<file path="src/rtl/kick_hold_map.svh">
`ifndef KICK_HOLD_MAP_SVH
`define KICK_HOLD_MAP_SVH

// Channel count and the channels that carry non-uniform defaults
`define KH_CH_NUM 14
`define KH_CH_REV 0
`define KH_CH_FOOT 1
`define KH_CH_RIGHT 6

// Register byte offsets on the Avalon-MM slave
`define KH_REG_CTRL 8'h00
`define KH_REG_STATUS 8'h04
`define KH_REG_CMD 8'h08
`define KH_CH_BASE_SEL 2'h1
`define KH_ADDR_W 8
`define KH_DATA_W 32

// Channel register fields
`define KH_KICK_LSB 0
`define KH_KICK_W 8
`define KH_DUTY_LSB 8
`define KH_DUTY_W 4
`define KH_CTRL_KEEP_REV_BIT 0
`define KH_STATUS_HOLD_LSB 16

// Full-on interval limits in 4 ms units, hold duty in tenths
`define KH_KICK_MIN 8'h01
`define KH_DUTY_MAX 4'hA
`define KH_SLOT_LAST 4'h9

// Reset values
`define KH_KICK_DEF_REV 8'hFF
`define KH_KICK_DEF_FOOT 8'h32
`define KH_KICK_DEF_OTHER 8'h19
`define KH_DUTY_DEF_REV 4'h5
`define KH_DUTY_DEF_FOOT 4'h2
`define KH_DUTY_DEF_RIGHT 4'h5
`define KH_DUTY_DEF_OTHER 4'hA
`define KH_KEEP_REV_DEF 1'b0

// Timing: clock rate, kick step and PWM slot
`define KH_CLK_MHZ 125
`define KH_STEP_MS 4
`define KH_STEP_CYCLES (`KH_STEP_MS * 1000 * `KH_CLK_MHZ)
`define KH_SLOT_US 10
`define KH_SLOT_CYCLES (`KH_SLOT_US * `KH_CLK_MHZ)

`endif

</file>
<file path="src/rtl/kick_hold_pkg.sv">
package kick_hold_pkg;

	// Gray path: idle -> kick -> hold
	typedef enum logic [1:0] {
		CH_IDLE = 2'b00,
		CH_KICK = 2'b01,
		CH_HOLD = 2'b11
	} ch_state_t;

endpackage

</file>
<file path="src/rtl/kick_hold_channel.sv">
`timescale 1ns/1ps
`default_nettype none
`include "kick_hold_map.svh"

module kick_hold_channel
(
	input wire logic clk_i,
	input wire logic srst_i,
	input wire logic step_tick_i,
	input wire logic [3:0] slot_idx_i,
	input wire logic act_i,
	input wire logic [`KH_KICK_W-1:0] kick_units_i,
	input wire logic [`KH_DUTY_W-1:0] duty_i,
	output logic drive_o,
	output logic holding_o
);

	kick_hold_pkg::ch_state_t state_q, state_d;
	logic [`KH_KICK_W-1:0] cnt_q, cnt_d;
	logic drive_q, drive_d;
	logic pwm_on;

	// Slot index below duty tenths; duty 0 never drives, 10 always drives
	assign pwm_on = slot_idx_i < duty_i;

	////////////////////////////////////////////////////////////////////////
	// Next state; the step tick is free running, so the kick counts one
	// extra tick to guarantee at least the programmed interval
	always_comb
	begin
		state_d = state_q;
		cnt_d = cnt_q;
		drive_d = 1'b0;
		unique case (state_q)
			kick_hold_pkg::CH_IDLE:
			begin
				if (act_i)
				begin
					state_d = kick_hold_pkg::CH_KICK;
					cnt_d = '0;
					drive_d = 1'b1;
				end
			end
			kick_hold_pkg::CH_KICK:
			begin
				if (!act_i)
					state_d = kick_hold_pkg::CH_IDLE;
				else
				begin
					drive_d = 1'b1;
					if (step_tick_i)
					begin
						if (cnt_q >= kick_units_i)
						begin
							state_d = kick_hold_pkg::CH_HOLD;
							drive_d = pwm_on;
						end
						else
							cnt_d = cnt_q + 1'b1;
					end
				end
			end
			kick_hold_pkg::CH_HOLD:
			begin
				if (!act_i)
					state_d = kick_hold_pkg::CH_IDLE;
				else
					drive_d = pwm_on;
			end
			default:
				state_d = kick_hold_pkg::CH_IDLE;
		endcase
	end

	// State registers
	always_ff @(posedge clk_i)
	begin
		if (srst_i)
		begin
			state_q <= kick_hold_pkg::CH_IDLE;
			cnt_q <= '0;
			drive_q <= 1'b0;
		end
		else
		begin
			state_q <= state_d;
			cnt_q <= cnt_d;
			drive_q <= drive_d;
		end
	end

	assign drive_o = drive_q;
	assign holding_o = (state_q == kick_hold_pkg::CH_HOLD);

	////////////////////////////////////////////////////////////////////////
	// Checks
	AST_OFF_ON_WITHDRAW: assert property (@(posedge clk_i) disable iff (srst_i)
		!act_i |=> !drive_o)
		else $error("output still driven after command withdrawn");

	AST_RESTART_KICK: assert property (@(posedge clk_i) disable iff (srst_i)
		(state_q == kick_hold_pkg::CH_IDLE && act_i) |=> (state_q == kick_hold_pkg::CH_KICK && drive_o))
		else $error("activation did not start full-on phase");

	AST_KICK_FULL_ON: assert property (@(posedge clk_i) disable iff (srst_i)
		(state_q == kick_hold_pkg::CH_KICK && act_i && !step_tick_i) |=> drive_o)
		else $error("output not fully on during kick");

	AST_KICK_END: assert property (@(posedge clk_i) disable iff (srst_i)
		(state_q == kick_hold_pkg::CH_KICK && act_i && step_tick_i && cnt_q >= kick_units_i)
		|=> state_q == kick_hold_pkg::CH_HOLD)
		else $error("kick did not end at programmed count");

	AST_HOLD_PWM: assert property (@(posedge clk_i) disable iff (srst_i)
		(state_q == kick_hold_pkg::CH_HOLD && act_i) |=> drive_o == $past(pwm_on))
		else $error("hold drive does not follow duty");

endmodule // kick_hold_channel

`default_nettype wire

</file>
<file path="src/rtl/solenoid_kick_hold_driver.sv">
// Overview of operation
// - Per-channel full-on time, 4..1020 ms, 4 ms steps
// - Activation drives channel fully on for interval
// - Then PWM hold, duty 0..100 % in 10 % steps
// - Full-on defaults 1020, 200, else 100 ms
// - Duty defaults 50, 20, right 50, else 100
// - Fourteen separately configured output channels
// - Option keeps reverse solenoid on during trimming
//
// The placing of the registers and the Avalon-MM slave port were chosen for this implementation.
`timescale 1ns/1ps
`default_nettype none
`include "kick_hold_map.svh"

module solenoid_kick_hold_driver
#(
	parameter int STEP_CYCLES = `KH_STEP_CYCLES,
	parameter int SLOT_CYCLES = `KH_SLOT_CYCLES
)
(
	input wire logic clk_i,
	input wire logic srst_i,
	input wire logic [`KH_ADDR_W-1:0] avs_address_i,
	input wire logic avs_read_i,
	input wire logic avs_write_i,
	input wire logic [`KH_DATA_W-1:0] avs_writedata_i,
	input wire logic [3:0] avs_byteenable_i,
	output logic [`KH_DATA_W-1:0] avs_readdata_o,
	output logic avs_waitrequest_o,
	input wire logic [`KH_CH_NUM-1:0] chan_cmd_i,
	input wire logic trim_active_i,
	output logic [`KH_CH_NUM-1:0] chan_drive_o
);

	localparam int STEP_W = $clog2(STEP_CYCLES);
	localparam int SLOT_W = $clog2(SLOT_CYCLES);

	logic [STEP_W-1:0] step_cnt_q, step_cnt_d;
	logic [SLOT_W-1:0] slot_cnt_q, slot_cnt_d;
	logic [3:0] slot_idx_q, slot_idx_d;
	logic step_tick;
	logic slot_tick;

	logic [`KH_KICK_W-1:0] kick_q [`KH_CH_NUM];
	logic [`KH_KICK_W-1:0] kick_d [`KH_CH_NUM];
	logic [`KH_DUTY_W-1:0] duty_q [`KH_CH_NUM];
	logic [`KH_DUTY_W-1:0] duty_d [`KH_CH_NUM];
	logic keep_rev_q, keep_rev_d;

	logic ack_q, ack_d;
	logic [`KH_DATA_W-1:0] rdata_q, rdata_d;
	logic req;
	logic wr_commit;
	logic ch_hit;
	logic [3:0] ch_idx;
	logic [`KH_CH_NUM-1:0] act_w;
	logic [`KH_CH_NUM-1:0] hold_w;

	////////////////////////////////////////////////////////////////////////
	// Timebase: 4 ms step tick and PWM slot tick with a 0..9 slot index
	assign step_tick = (step_cnt_q == STEP_W'(STEP_CYCLES - 1));
	assign slot_tick = (slot_cnt_q == SLOT_W'(SLOT_CYCLES - 1));

	always_comb
	begin
		step_cnt_d = step_tick ? '0 : step_cnt_q + 1'b1;
		slot_cnt_d = slot_tick ? '0 : slot_cnt_q + 1'b1;
		slot_idx_d = slot_idx_q;
		if (slot_tick)
			slot_idx_d = (slot_idx_q == `KH_SLOT_LAST) ? 4'h0 : slot_idx_q + 4'h1;
	end

	always_ff @(posedge clk_i)
	begin
		if (srst_i)
		begin
			step_cnt_q <= '0;
			slot_cnt_q <= '0;
			slot_idx_q <= 4'h0;
		end
		else
		begin
			step_cnt_q <= step_cnt_d;
			slot_cnt_q <= slot_cnt_d;
			slot_idx_q <= slot_idx_d;
		end
	end

	////////////////////////////////////////////////////////////////////////
	// Avalon slave: every access takes exactly one wait cycle, so read
	// data is registered before waitrequest drops and the write lands on
	// the edge where the master sees waitrequest low
	assign req = avs_read_i | avs_write_i;
	assign avs_waitrequest_o = req & ~ack_q;
	assign wr_commit = avs_write_i & ack_q;
	assign ch_idx = avs_address_i[5:2];
	assign ch_hit = (avs_address_i[7:6] == `KH_CH_BASE_SEL) && (avs_address_i[1:0] == 2'h0)
		&& (ch_idx < 4'(`KH_CH_NUM));

	// Read mux; unmapped addresses read as zero
	always_comb
	begin
		ack_d = req & ~ack_q;
		rdata_d = rdata_q;
		if (avs_read_i && !ack_q)
		begin
			rdata_d = '0;
			if (ch_hit)
			begin
				rdata_d[`KH_KICK_LSB +: `KH_KICK_W] = kick_q[ch_idx];
				rdata_d[`KH_DUTY_LSB +: `KH_DUTY_W] = duty_q[ch_idx];
			end
			else if (avs_address_i == `KH_REG_CTRL)
				rdata_d[`KH_CTRL_KEEP_REV_BIT] = keep_rev_q;
			else if (avs_address_i == `KH_REG_STATUS)
			begin
				rdata_d[`KH_CH_NUM-1:0] = chan_drive_o;
				rdata_d[`KH_STATUS_HOLD_LSB +: `KH_CH_NUM] = hold_w;
			end
			else if (avs_address_i == `KH_REG_CMD)
				rdata_d[`KH_CH_NUM-1:0] = act_w;
		end
	end

	always_ff @(posedge clk_i)
	begin
		if (srst_i)
		begin
			ack_q <= 1'b0;
			rdata_q <= '0;
		end
		else
		begin
			ack_q <= ack_d;
			rdata_q <= rdata_d;
		end
	end

	assign avs_readdata_o = rdata_q;

	////////////////////////////////////////////////////////////////////////
	// Configuration writes, clamped into the legal range so a bad value
	// can never give a zero-length kick or an out-of-range duty
	always_comb
	begin
		keep_rev_d = keep_rev_q;
		for (int i = 0; i < `KH_CH_NUM; i++)
		begin
			kick_d[i] = kick_q[i];
			duty_d[i] = duty_q[i];
		end
		if (wr_commit && ch_hit)
		begin
			if (avs_byteenable_i[0])
			begin
				if (avs_writedata_i[`KH_KICK_LSB +: `KH_KICK_W] == 8'h00)
					kick_d[ch_idx] = `KH_KICK_MIN;
				else
					kick_d[ch_idx] = avs_writedata_i[`KH_KICK_LSB +: `KH_KICK_W];
			end
			if (avs_byteenable_i[1])
			begin
				if (avs_writedata_i[`KH_DUTY_LSB +: `KH_DUTY_W] > `KH_DUTY_MAX)
					duty_d[ch_idx] = `KH_DUTY_MAX;
				else
					duty_d[ch_idx] = avs_writedata_i[`KH_DUTY_LSB +: `KH_DUTY_W];
			end
		end
		if (wr_commit && avs_address_i == `KH_REG_CTRL && avs_byteenable_i[0])
			keep_rev_d = avs_writedata_i[`KH_CTRL_KEEP_REV_BIT];
	end

	// Reset loads per-channel defaults
	always_ff @(posedge clk_i)
	begin
		if (srst_i)
		begin
			keep_rev_q <= `KH_KEEP_REV_DEF;
			for (int i = 0; i < `KH_CH_NUM; i++)
			begin
				kick_q[i] <= `KH_KICK_DEF_OTHER;
				duty_q[i] <= `KH_DUTY_DEF_OTHER;
			end
			kick_q[`KH_CH_REV] <= `KH_KICK_DEF_REV;
			kick_q[`KH_CH_FOOT] <= `KH_KICK_DEF_FOOT;
			duty_q[`KH_CH_REV] <= `KH_DUTY_DEF_REV;
			duty_q[`KH_CH_FOOT] <= `KH_DUTY_DEF_FOOT;
			duty_q[`KH_CH_RIGHT] <= `KH_DUTY_DEF_RIGHT;
		end
		else
		begin
			keep_rev_q <= keep_rev_d;
			for (int i = 0; i < `KH_CH_NUM; i++)
			begin
				kick_q[i] <= kick_d[i];
				duty_q[i] <= duty_d[i];
			end
		end
	end

	////////////////////////////////////////////////////////////////////////
	// Effective activation: the reverse solenoid may be held by trimming
	assign act_w = chan_cmd_i
		| {{(`KH_CH_NUM-1){1'b0}}, keep_rev_q & trim_active_i};

	// One independent kick-and-hold engine per channel
	for (genvar g = 0; g < `KH_CH_NUM; g++)
	begin : g_chan
		kick_hold_channel u_chan
		(
			.clk_i(clk_i),
			.srst_i(srst_i),
			.step_tick_i(step_tick),
			.slot_idx_i(slot_idx_q),
			.act_i(act_w[g]),
			.kick_units_i(kick_q[g]),
			.duty_i(duty_q[g]),
			.drive_o(chan_drive_o[g]),
			.holding_o(hold_w[g])
		);
	end

	////////////////////////////////////////////////////////////////////////
	// Checks
	AST_DEF_KICK: assert property (@(posedge clk_i)
		srst_i |=> (kick_q[`KH_CH_REV] == `KH_KICK_DEF_REV && kick_q[`KH_CH_FOOT] == `KH_KICK_DEF_FOOT
		&& kick_q[2] == `KH_KICK_DEF_OTHER))
		else $error("full-on defaults wrong after reset");

	AST_DEF_DUTY: assert property (@(posedge clk_i)
		srst_i |=> (duty_q[`KH_CH_REV] == `KH_DUTY_DEF_REV && duty_q[`KH_CH_FOOT] == `KH_DUTY_DEF_FOOT
		&& duty_q[`KH_CH_RIGHT] == `KH_DUTY_DEF_RIGHT && duty_q[5] == `KH_DUTY_DEF_OTHER))
		else $error("duty defaults wrong after reset");

	// Energised means kicking or in the hold phase; PWM may be low in hold
	AST_TRIM_KEEP: assert property (@(posedge clk_i) disable iff (srst_i)
		(keep_rev_q && trim_active_i) |=> (chan_drive_o[`KH_CH_REV] || hold_w[`KH_CH_REV]))
		else $error("reverse solenoid dropped during trimming");

	AST_TRIM_OFF: assert property (@(posedge clk_i) disable iff (srst_i)
		(!keep_rev_q && !chan_cmd_i[`KH_CH_REV]) |=> !chan_drive_o[`KH_CH_REV])
		else $error("reverse solenoid held with option clear");

	AST_BUS_ONE_WAIT: assert property (@(posedge clk_i) disable iff (srst_i)
		(req && avs_waitrequest_o) |=> !avs_waitrequest_o)
		else $error("bus access not answered after one wait cycle");

	AST_DUTY_RANGE: assert property (@(posedge clk_i) disable iff (srst_i)
		wr_commit |=> (duty_q[0] <= `KH_DUTY_MAX && kick_q[0] >= `KH_KICK_MIN))
		else $error("channel setting outside legal range");

endmodule // solenoid_kick_hold_driver

`default_nettype wire

</file>
<file path="config.mk">
export PLATFORM = sky130hd
export DESIGN_NAME = solenoid_kick_hold_driver
export DESIGN_NICKNAME = d
export VERILOG_FILES = /design/src/rtl/kick_hold_pkg.sv /design/src/rtl/kick_hold_channel.sv /design/src/rtl/solenoid_kick_hold_driver.sv
export VERILOG_INCLUDE_DIRS = /design/src /design/src/rtl
export SDC_FILE = /design/constraint.sdc
export NUM_CORES = 1
export LEC_CHECK = 0
export BUFFER_PORTS_ARGS = -buffer_cell sky130_fd_sc_hd__buf_4
export CORE_ASPECT_RATIO = 0.8
export CORE_MARGIN = 2
export CORE_UTILIZATION = 55
export CTS_BUF_LIST = sky130_fd_sc_hd__clkbuf_2 sky130_fd_sc_hd__clkbuf_4 sky130_fd_sc_hd__clkbuf_8
export DETAILED_ROUTE_END_ITERATION = 7
export PLACE_DENSITY = 0.73
export SYNTH_ARGS = -nofsm -noshare
export SYNTH_HDL_FRONTEND = slang
export SYNTH_SLANG_ARGS = --single-unit
export TNS_END_PERCENT = 30
</file>
<file path="constraint.sdc">
create_clock -name clk_i -period 2.73 [get_ports clk_i]
set_input_delay 0.1365 -clock clk_i [delete_from_list [all_inputs] [get_ports clk_i]]
set_output_delay 0.1365 -clock clk_i [all_outputs]
set_load 0.01 [all_outputs]
</file>
## Yosys cells after proc, flatten, opt, wreduce, memory -nomap -nowiden

Memory sizes are Yosys's and may differ from the RTL's.
Index checks and enable logic that the tools add are counted.

- Flip-flop bits (word level): 218
- Memory bits (writable): 168
- Output and inout bits: 47
- Memories kept: 2

Memory list:

| name | depth | width | rd ports | clocked after memory_dff | wr ports | line | source |
|---|---|---|---|---|---|---|---|
| kick_q | 14 | 8 | 15 | 0 | 14 | solenoid_kick_hold_driver.sv:44 | `` logic [`KH_KICK_W-1:0] kick_q [`KH_CH_NUM]; `` |
| duty_q | 14 | 4 | 15 | 0 | 14 | solenoid_kick_hold_driver.sv:46 | `` logic [`KH_DUTY_W-1:0] duty_q [`KH_CH_NUM]; `` |

- Add/sub/neg operators: 17
- Magnitude comparators: 32
- Equal/unequal tests: 132
- Mux-type cells: 296
- Bitwise logic cells: 46
- Reduce and logical (&&, ||, !) cells: 69

Operator list:

| kind | count |
|---|---|
| $mux W8 | 73 |
| $mux W112 | 3 |
| $pmux W8 S2 | 14 |
| $mux W56 | 3 |
| $mux W2 | 71 |
| $ne A2 B2 Y1 const B | 70 |
| $add A8 B1 Y8 const B | 14 |
| $bwmux W112 | 1 |
| $ge A8 B8 Y1 | 14 |
| $and A98 B98 Y98 | 1 |
| $not A98 Y98 | 1 |
| $pmux W2 S3 | 14 |
| $mux W4 | 19 |
| $mux W1 | 74 |
| $mux W14 | 5 |
| $reduce_and A5 Y1 | 14 |
| $bwmux W56 | 1 |
| $lt A4 B4 Y1 | 14 |
| $reduce_and A4 Y1 | 14 |
| $ne A3 B2 Y1 const B | 14 |
| $ne A3 B3 Y1 const B | 14 |
| $pmux W1 S3 | 14 |
| $or A1 B1 Y1 | 34 |
| $demux W8 S4 | 1 |
| other kinds (31) | 95 |

## Logic depth before layout (Yosys ltp)

- Depth after elaboration: 11
- Depth in mapped cells: 9
- Depth with buffers taken out: 8

## Hierarchy

Synthesis repeated with hierarchy kept, for this count alone.

- Cell total of the unflattened synthesis: 2637
- Area, all modules: 23551.3 µm²

By module, submodules not included:

| module | instances | cells an instance | area each (µm²) | sequential area each (µm²) |
|---|---|---|---|---|
| kick_hold_channel | 14 | 105 | 940.9 | 220.2 |
| solenoid_kick_hold_driver | 1 | 1167 | 10378.7 | 4644.5 |

## Worst setup path before layout

Ideal clock, no wire load.

- Path type: register -> register
- From: reg step_cnt_q[14]
- To: reg g_chan[5].u_chan.cnt_q[3]
- Data arrival time: 2.319 ns
- Data required time: 2.606 ns
- Slack: 0.287 ns
- Stages on the path, launching flop included: 8
- Path buffers: 1
- Cell sequence: dfxtp_1 > or4_1 > or4_4 > or2_1 > buf_6 > o41a_1 > o21ai_1 > o31ai_1

- Longest elaborated chain between the ends: 3

Ends and longest elaborated chain:

| what | line | source |
|---|---|---|
| start, declared | solenoid_kick_hold_driver.sv:38 | `logic [STEP_W-1:0] step_cnt_q, step_cnt_d;` |
| start signal, assigned | solenoid_kick_hold_driver.sv:83 | `step_cnt_q <= step_cnt_d;` |
| $eq A19 B19 Y1 | solenoid_kick_hold_driver.sv:61 | `assign step_tick = (step_cnt_q == STEP_W'(STEP_CYCLES - 1));` |
| $ne A2 B2 Y1 (no source line) | -- |  |
| $reduce_and A5 Y1 (no source line) | -- |  |
| end signal, assigned | kick_hold_channel.sv:87 | `cnt_q <= cnt_d;` |
| end, declared | kick_hold_channel.sv:19 | `` logic [`KH_KICK_W-1:0] cnt_q, cnt_d; `` |

Every way passes these cells.
A chain may end at the register's enable or synchronous reset.

## Worst setup path after layout

- From: reg step_cnt_q[11]
- To: reg g_chan[8].u_chan.cnt_q[6]

- Longest elaborated chain between the ends: 3

Ends and longest elaborated chain:

| what | line |
|---|---|
| $eq A19 B19 Y1 | solenoid_kick_hold_driver.sv:61 |
| $ne A2 B2 Y1 (no source line) | -- |
| $reduce_and A5 Y1 (no source line) | -- |
| end signal, assigned | kick_hold_channel.sv:87 |
| end, declared | kick_hold_channel.sv:19 |

Every way passes these cells.

==> results_dict.tcl <==
set metrics [dict create \
    max_freq_ghz 0.3844 \
    overflow 0 \
    gp_congestion 0.9458 \
    die_area_mm2 0.03973 \
    avgSynthCellArea_um2 8.716 \
    hpwl_um 45940 \
    fin_crit_sh_pct 95.29 \
    die_w_um 222.4 \
    vias_per_cell 6.326 \
    critPathCaptureType "flip-flop" \
    ys_ff_latch 386 \
    crit_type "reg2reg" \
    slowest_delay_ns 0.52 \
    synthAdderAreaFrac_pct 10.20 \
    drive_gt1_share_pct 13.75 \
    grt_setup_unrepaired "false" \
    yosysSeqAreaShare_pct 36.83 \
    cpMaxStageDelayCell "or4_4" \
    cpLargestDelayFamily "simple AND/OR/NAND/NOR gates" \
    clock-root-buffer "clkbuf_8" \
    cp_data_required_time_ns 3.23 \
    first_pass_iters 6 \
    dp_slack_ns -0.01172 \
    grt_pass1_vias 18521 \
    p_leak_uw 0.01023 \
    finalCriticalPeriod_ns 2.601 \
    critPathBufInv 2 \
    die_h_um 178.7 \
    worstPathCellList "buf_4 -> or4_4 -> nor4_2 -> nand2_1 -> buf_12 -> o31a_1 -> o311ai_0 -> o31ai_1" \
    antenna_found_initial 4 \
    grt_use_total_pct 32.20 \
    synth_mux_area_share_pct 6.948 \
    path_clk_slew_ns 0.06 \
    ant_nets 0 \
    final_hold_viol_count 0 \
    wl_per_cell_um 20.87 \
    nets 2787 \
    drt_iter0_markers 1959 \
    vdd_ir_drop_max_mv 0.3326 \
    ios 110 \
    status "finished clean" \
    yosys.area_share.simple_pct 19.31 \
    drc 0 \
    arrival_ns 3.10 \
    clk-insertion-delay-late_ns 0.65 \
    crit_fanout 10 \
    worst_slew_pin_slew_ns 1.136 \
    synth_edf_count 0 \
    layout_common_cells "dfxtp_1, inv_1, nand2_1, nor2_1, ha_1" \
    synth_compound_area_share_pct 19.19 \
    setup_violations 0 \
    final_max_slew_viol_count 0 \
    ys_warn_count 0 \
    row_count 63 \
    cts_buffers 66 \
    synth_ff_type "dfxtp_1" \
    start_util_pct 56.15 \
    clockBufferDepth 3 \
    maxCapViolations 0 \
    hold_path_class "in2reg" \
    async_flop_share_pct 0 \
    synth_top_family_by_area "simple AND/OR/NAND/NOR gates" \
    portBuffers 83 \
    clock_skew_ns 0.03588 \
    relSlewSlack_pct 24.20 \
    routed_wl_um 64230 \
    post_synth_num_cell_types 65 \
    cts_tree "done" \
    syn_area_mm2 0.02098 \
    core_mm2 0.03736 \
    grt_pass1_wl_um 100900 \
    critPathLaunchType "flip-flop" \
    setup_tns_ns 0 \
    vias 19465 \
    areaGrowthSynthToFinish_pct 14.97 \
    htree_levels 3 \
    syn_inst 2407 \
    grt_max_degree 51 \
    power_density_mw_per_mm2 490.3 \
    layout_commonest_cell "dfxtp_1" \
    clock-sinks 386 \
    antenna_cells 0 \
    synthXorXnorAreaFrac_pct 1.294 \
    finalWorstSetupSlack_ns 0.1286 \
]
-- logic make-up (layout without fill, tap and decap cells) --
| family | Yosys count | after routing |
|---|---|---|
| and+or+nand+nor | 822 | 822 |
| buffers and inverters | 325 | 505 |
| muxes | 85 | 85 |
| xor gates and xnor gates | 31 | 31 |
| DFF | 386 | 386 |
| other | 1 | 4 |
| AOI/OAI and AO/OA | 586 | 586 |
| adders and majority gates | 171 | 171 |
-- metrics by stage --
step	area (µm²)	power (µW)	cells	utilization [%]	hold slack [ns]
after global routing	24120	12160	3077	64.55	0.001581
final	24120	11830	3077	64.55	0.03817
after floorplan	20990	6264	2410	-	0.2503
after global placement	22400	6550	2939	59.94	0.3942
after detailed placement	22400	6567	2939	59.94	0.4049
after CTS	24000	11840	3074	64.25	0.001992
-- power by group --
part	internal, µW	switching [µW]
clock network	2920	2400
logic	285	499
registers	5680	43.3
total	8880	2940
-- final cells by class --
class	count	area [µm²]
Clock buffer	96	1209
Clock inverter	9	87.58
Fill cell	3087	13240
Inverter	205	772.0
Multi-Input combinational cell	1699	12080
Sequential cell	386	7727
Tap cell	487	609.3
Timing Repair Buffer	195	1634
-- flip-flops by register name, summed over array words and instances (netlist names) --
name,cells
slot_idx_q,4
g_chan.u_chan.drive_o,14
kick_q,112
avs_readdata_o,28
keep_rev_q,1
duty_q,56
g_chan.u_chan.state_q,28
slot_cnt_q,11
step_cnt_q,19
ack_q,1
g_chan.u_chan.cnt_q,112
-- metal layers --
metal | track usage (%) | vias up | wire length, µm
met4 | 12.89 | 4 | 2669
met3 | 6.801 | 202 | 6059
met5 | 0 | - | 27
met1 | 43.36 | 9256 | 27430
li1 | - | 9069 | -
met2 | 50.85 | 934 | 28050
-- worst paths after layout --
| check | from | to | slack [ns] | depth (start not counted) |
|---|---|---|---|---|
| worst max register to register | step_cnt_q[11] | g_chan[8].u_chan.cnt_q[6] | 0.13 | 8 |
| worst min register to register | avs_readdata_o[17] | avs_readdata_o[17] | 0.45 | 2 |
| worst max-delay path | step_cnt_q[11] | g_chan[8].u_chan.cnt_q[6] | 0.13 | 8 |
| worst min-delay path | avs_writedata_i[9] | duty_q[8][1] | 0.04 | 3 |
-- Yosys cell counts (all sizes together), types with 4 or more instances --
cell type	number	area share, %
a2111oi	14	0.58
a211o	4	0.17
a211oi	7	0.25
a21boi	14	0.50
a21o	34	1.2
a21oi	92	2.2
a221o	5	0.24
a221oi	17	0.71
a311oi	4	0.17
a31oi	21	0.63
and2	16	0.48
and3	68	2.0
and4	6	0.25
buf	37	1.1
clkbuf	83	1.5
dfxtp	386	37
ha	171	10
inv	205	3.7
mux2	5	0.27
mux2i	32	1.5
mux4	48	5.2
nand2	203	3.6
nand2b	54	1.6
nand3	96	2.3
nand3b	4	0.14
nand4	61	1.8
nor2	196	3.5
nor2b	43	1.3
nor3	46	1.2
nor4	5	0.15
o211ai	46	1.6
o21a	16	0.57
o21ai	126	3.0
o221ai	12	0.50
o22ai	5	0.15
o311ai	22	0.92
o31a	6	0.25
o31ai	70	2.5
o32ai	60	2.5
or3	6	0.18
or4	8	0.30
xnor2	13	0.54
xor2	18	0.75
-- timing repair --
| action | 4_1_cts | 5_1_grt |
|---|---|---|
| hold endpoints to repair | 132 | 0 |
| endpoints found under the setup margin | 4 | 41 |
| hold buffers | 30 | 0 |
| gates resized for setup | 4 | 34 |
| buffers inserted | 0 | 3 |
| pin swaps | 0 | 5 |
-- worst reg2reg max path: stages (launching register included) --
cell      delay [ns]
dfxtp_1         0.30
buf_4           0.14
or4_4           0.52
nor4_2          0.32
nand2_1         0.14
buf_12          0.20
o31a_1          0.38
o311ai_0        0.36
o31ai_1         0.12
(Power assumes the default switching activity.)
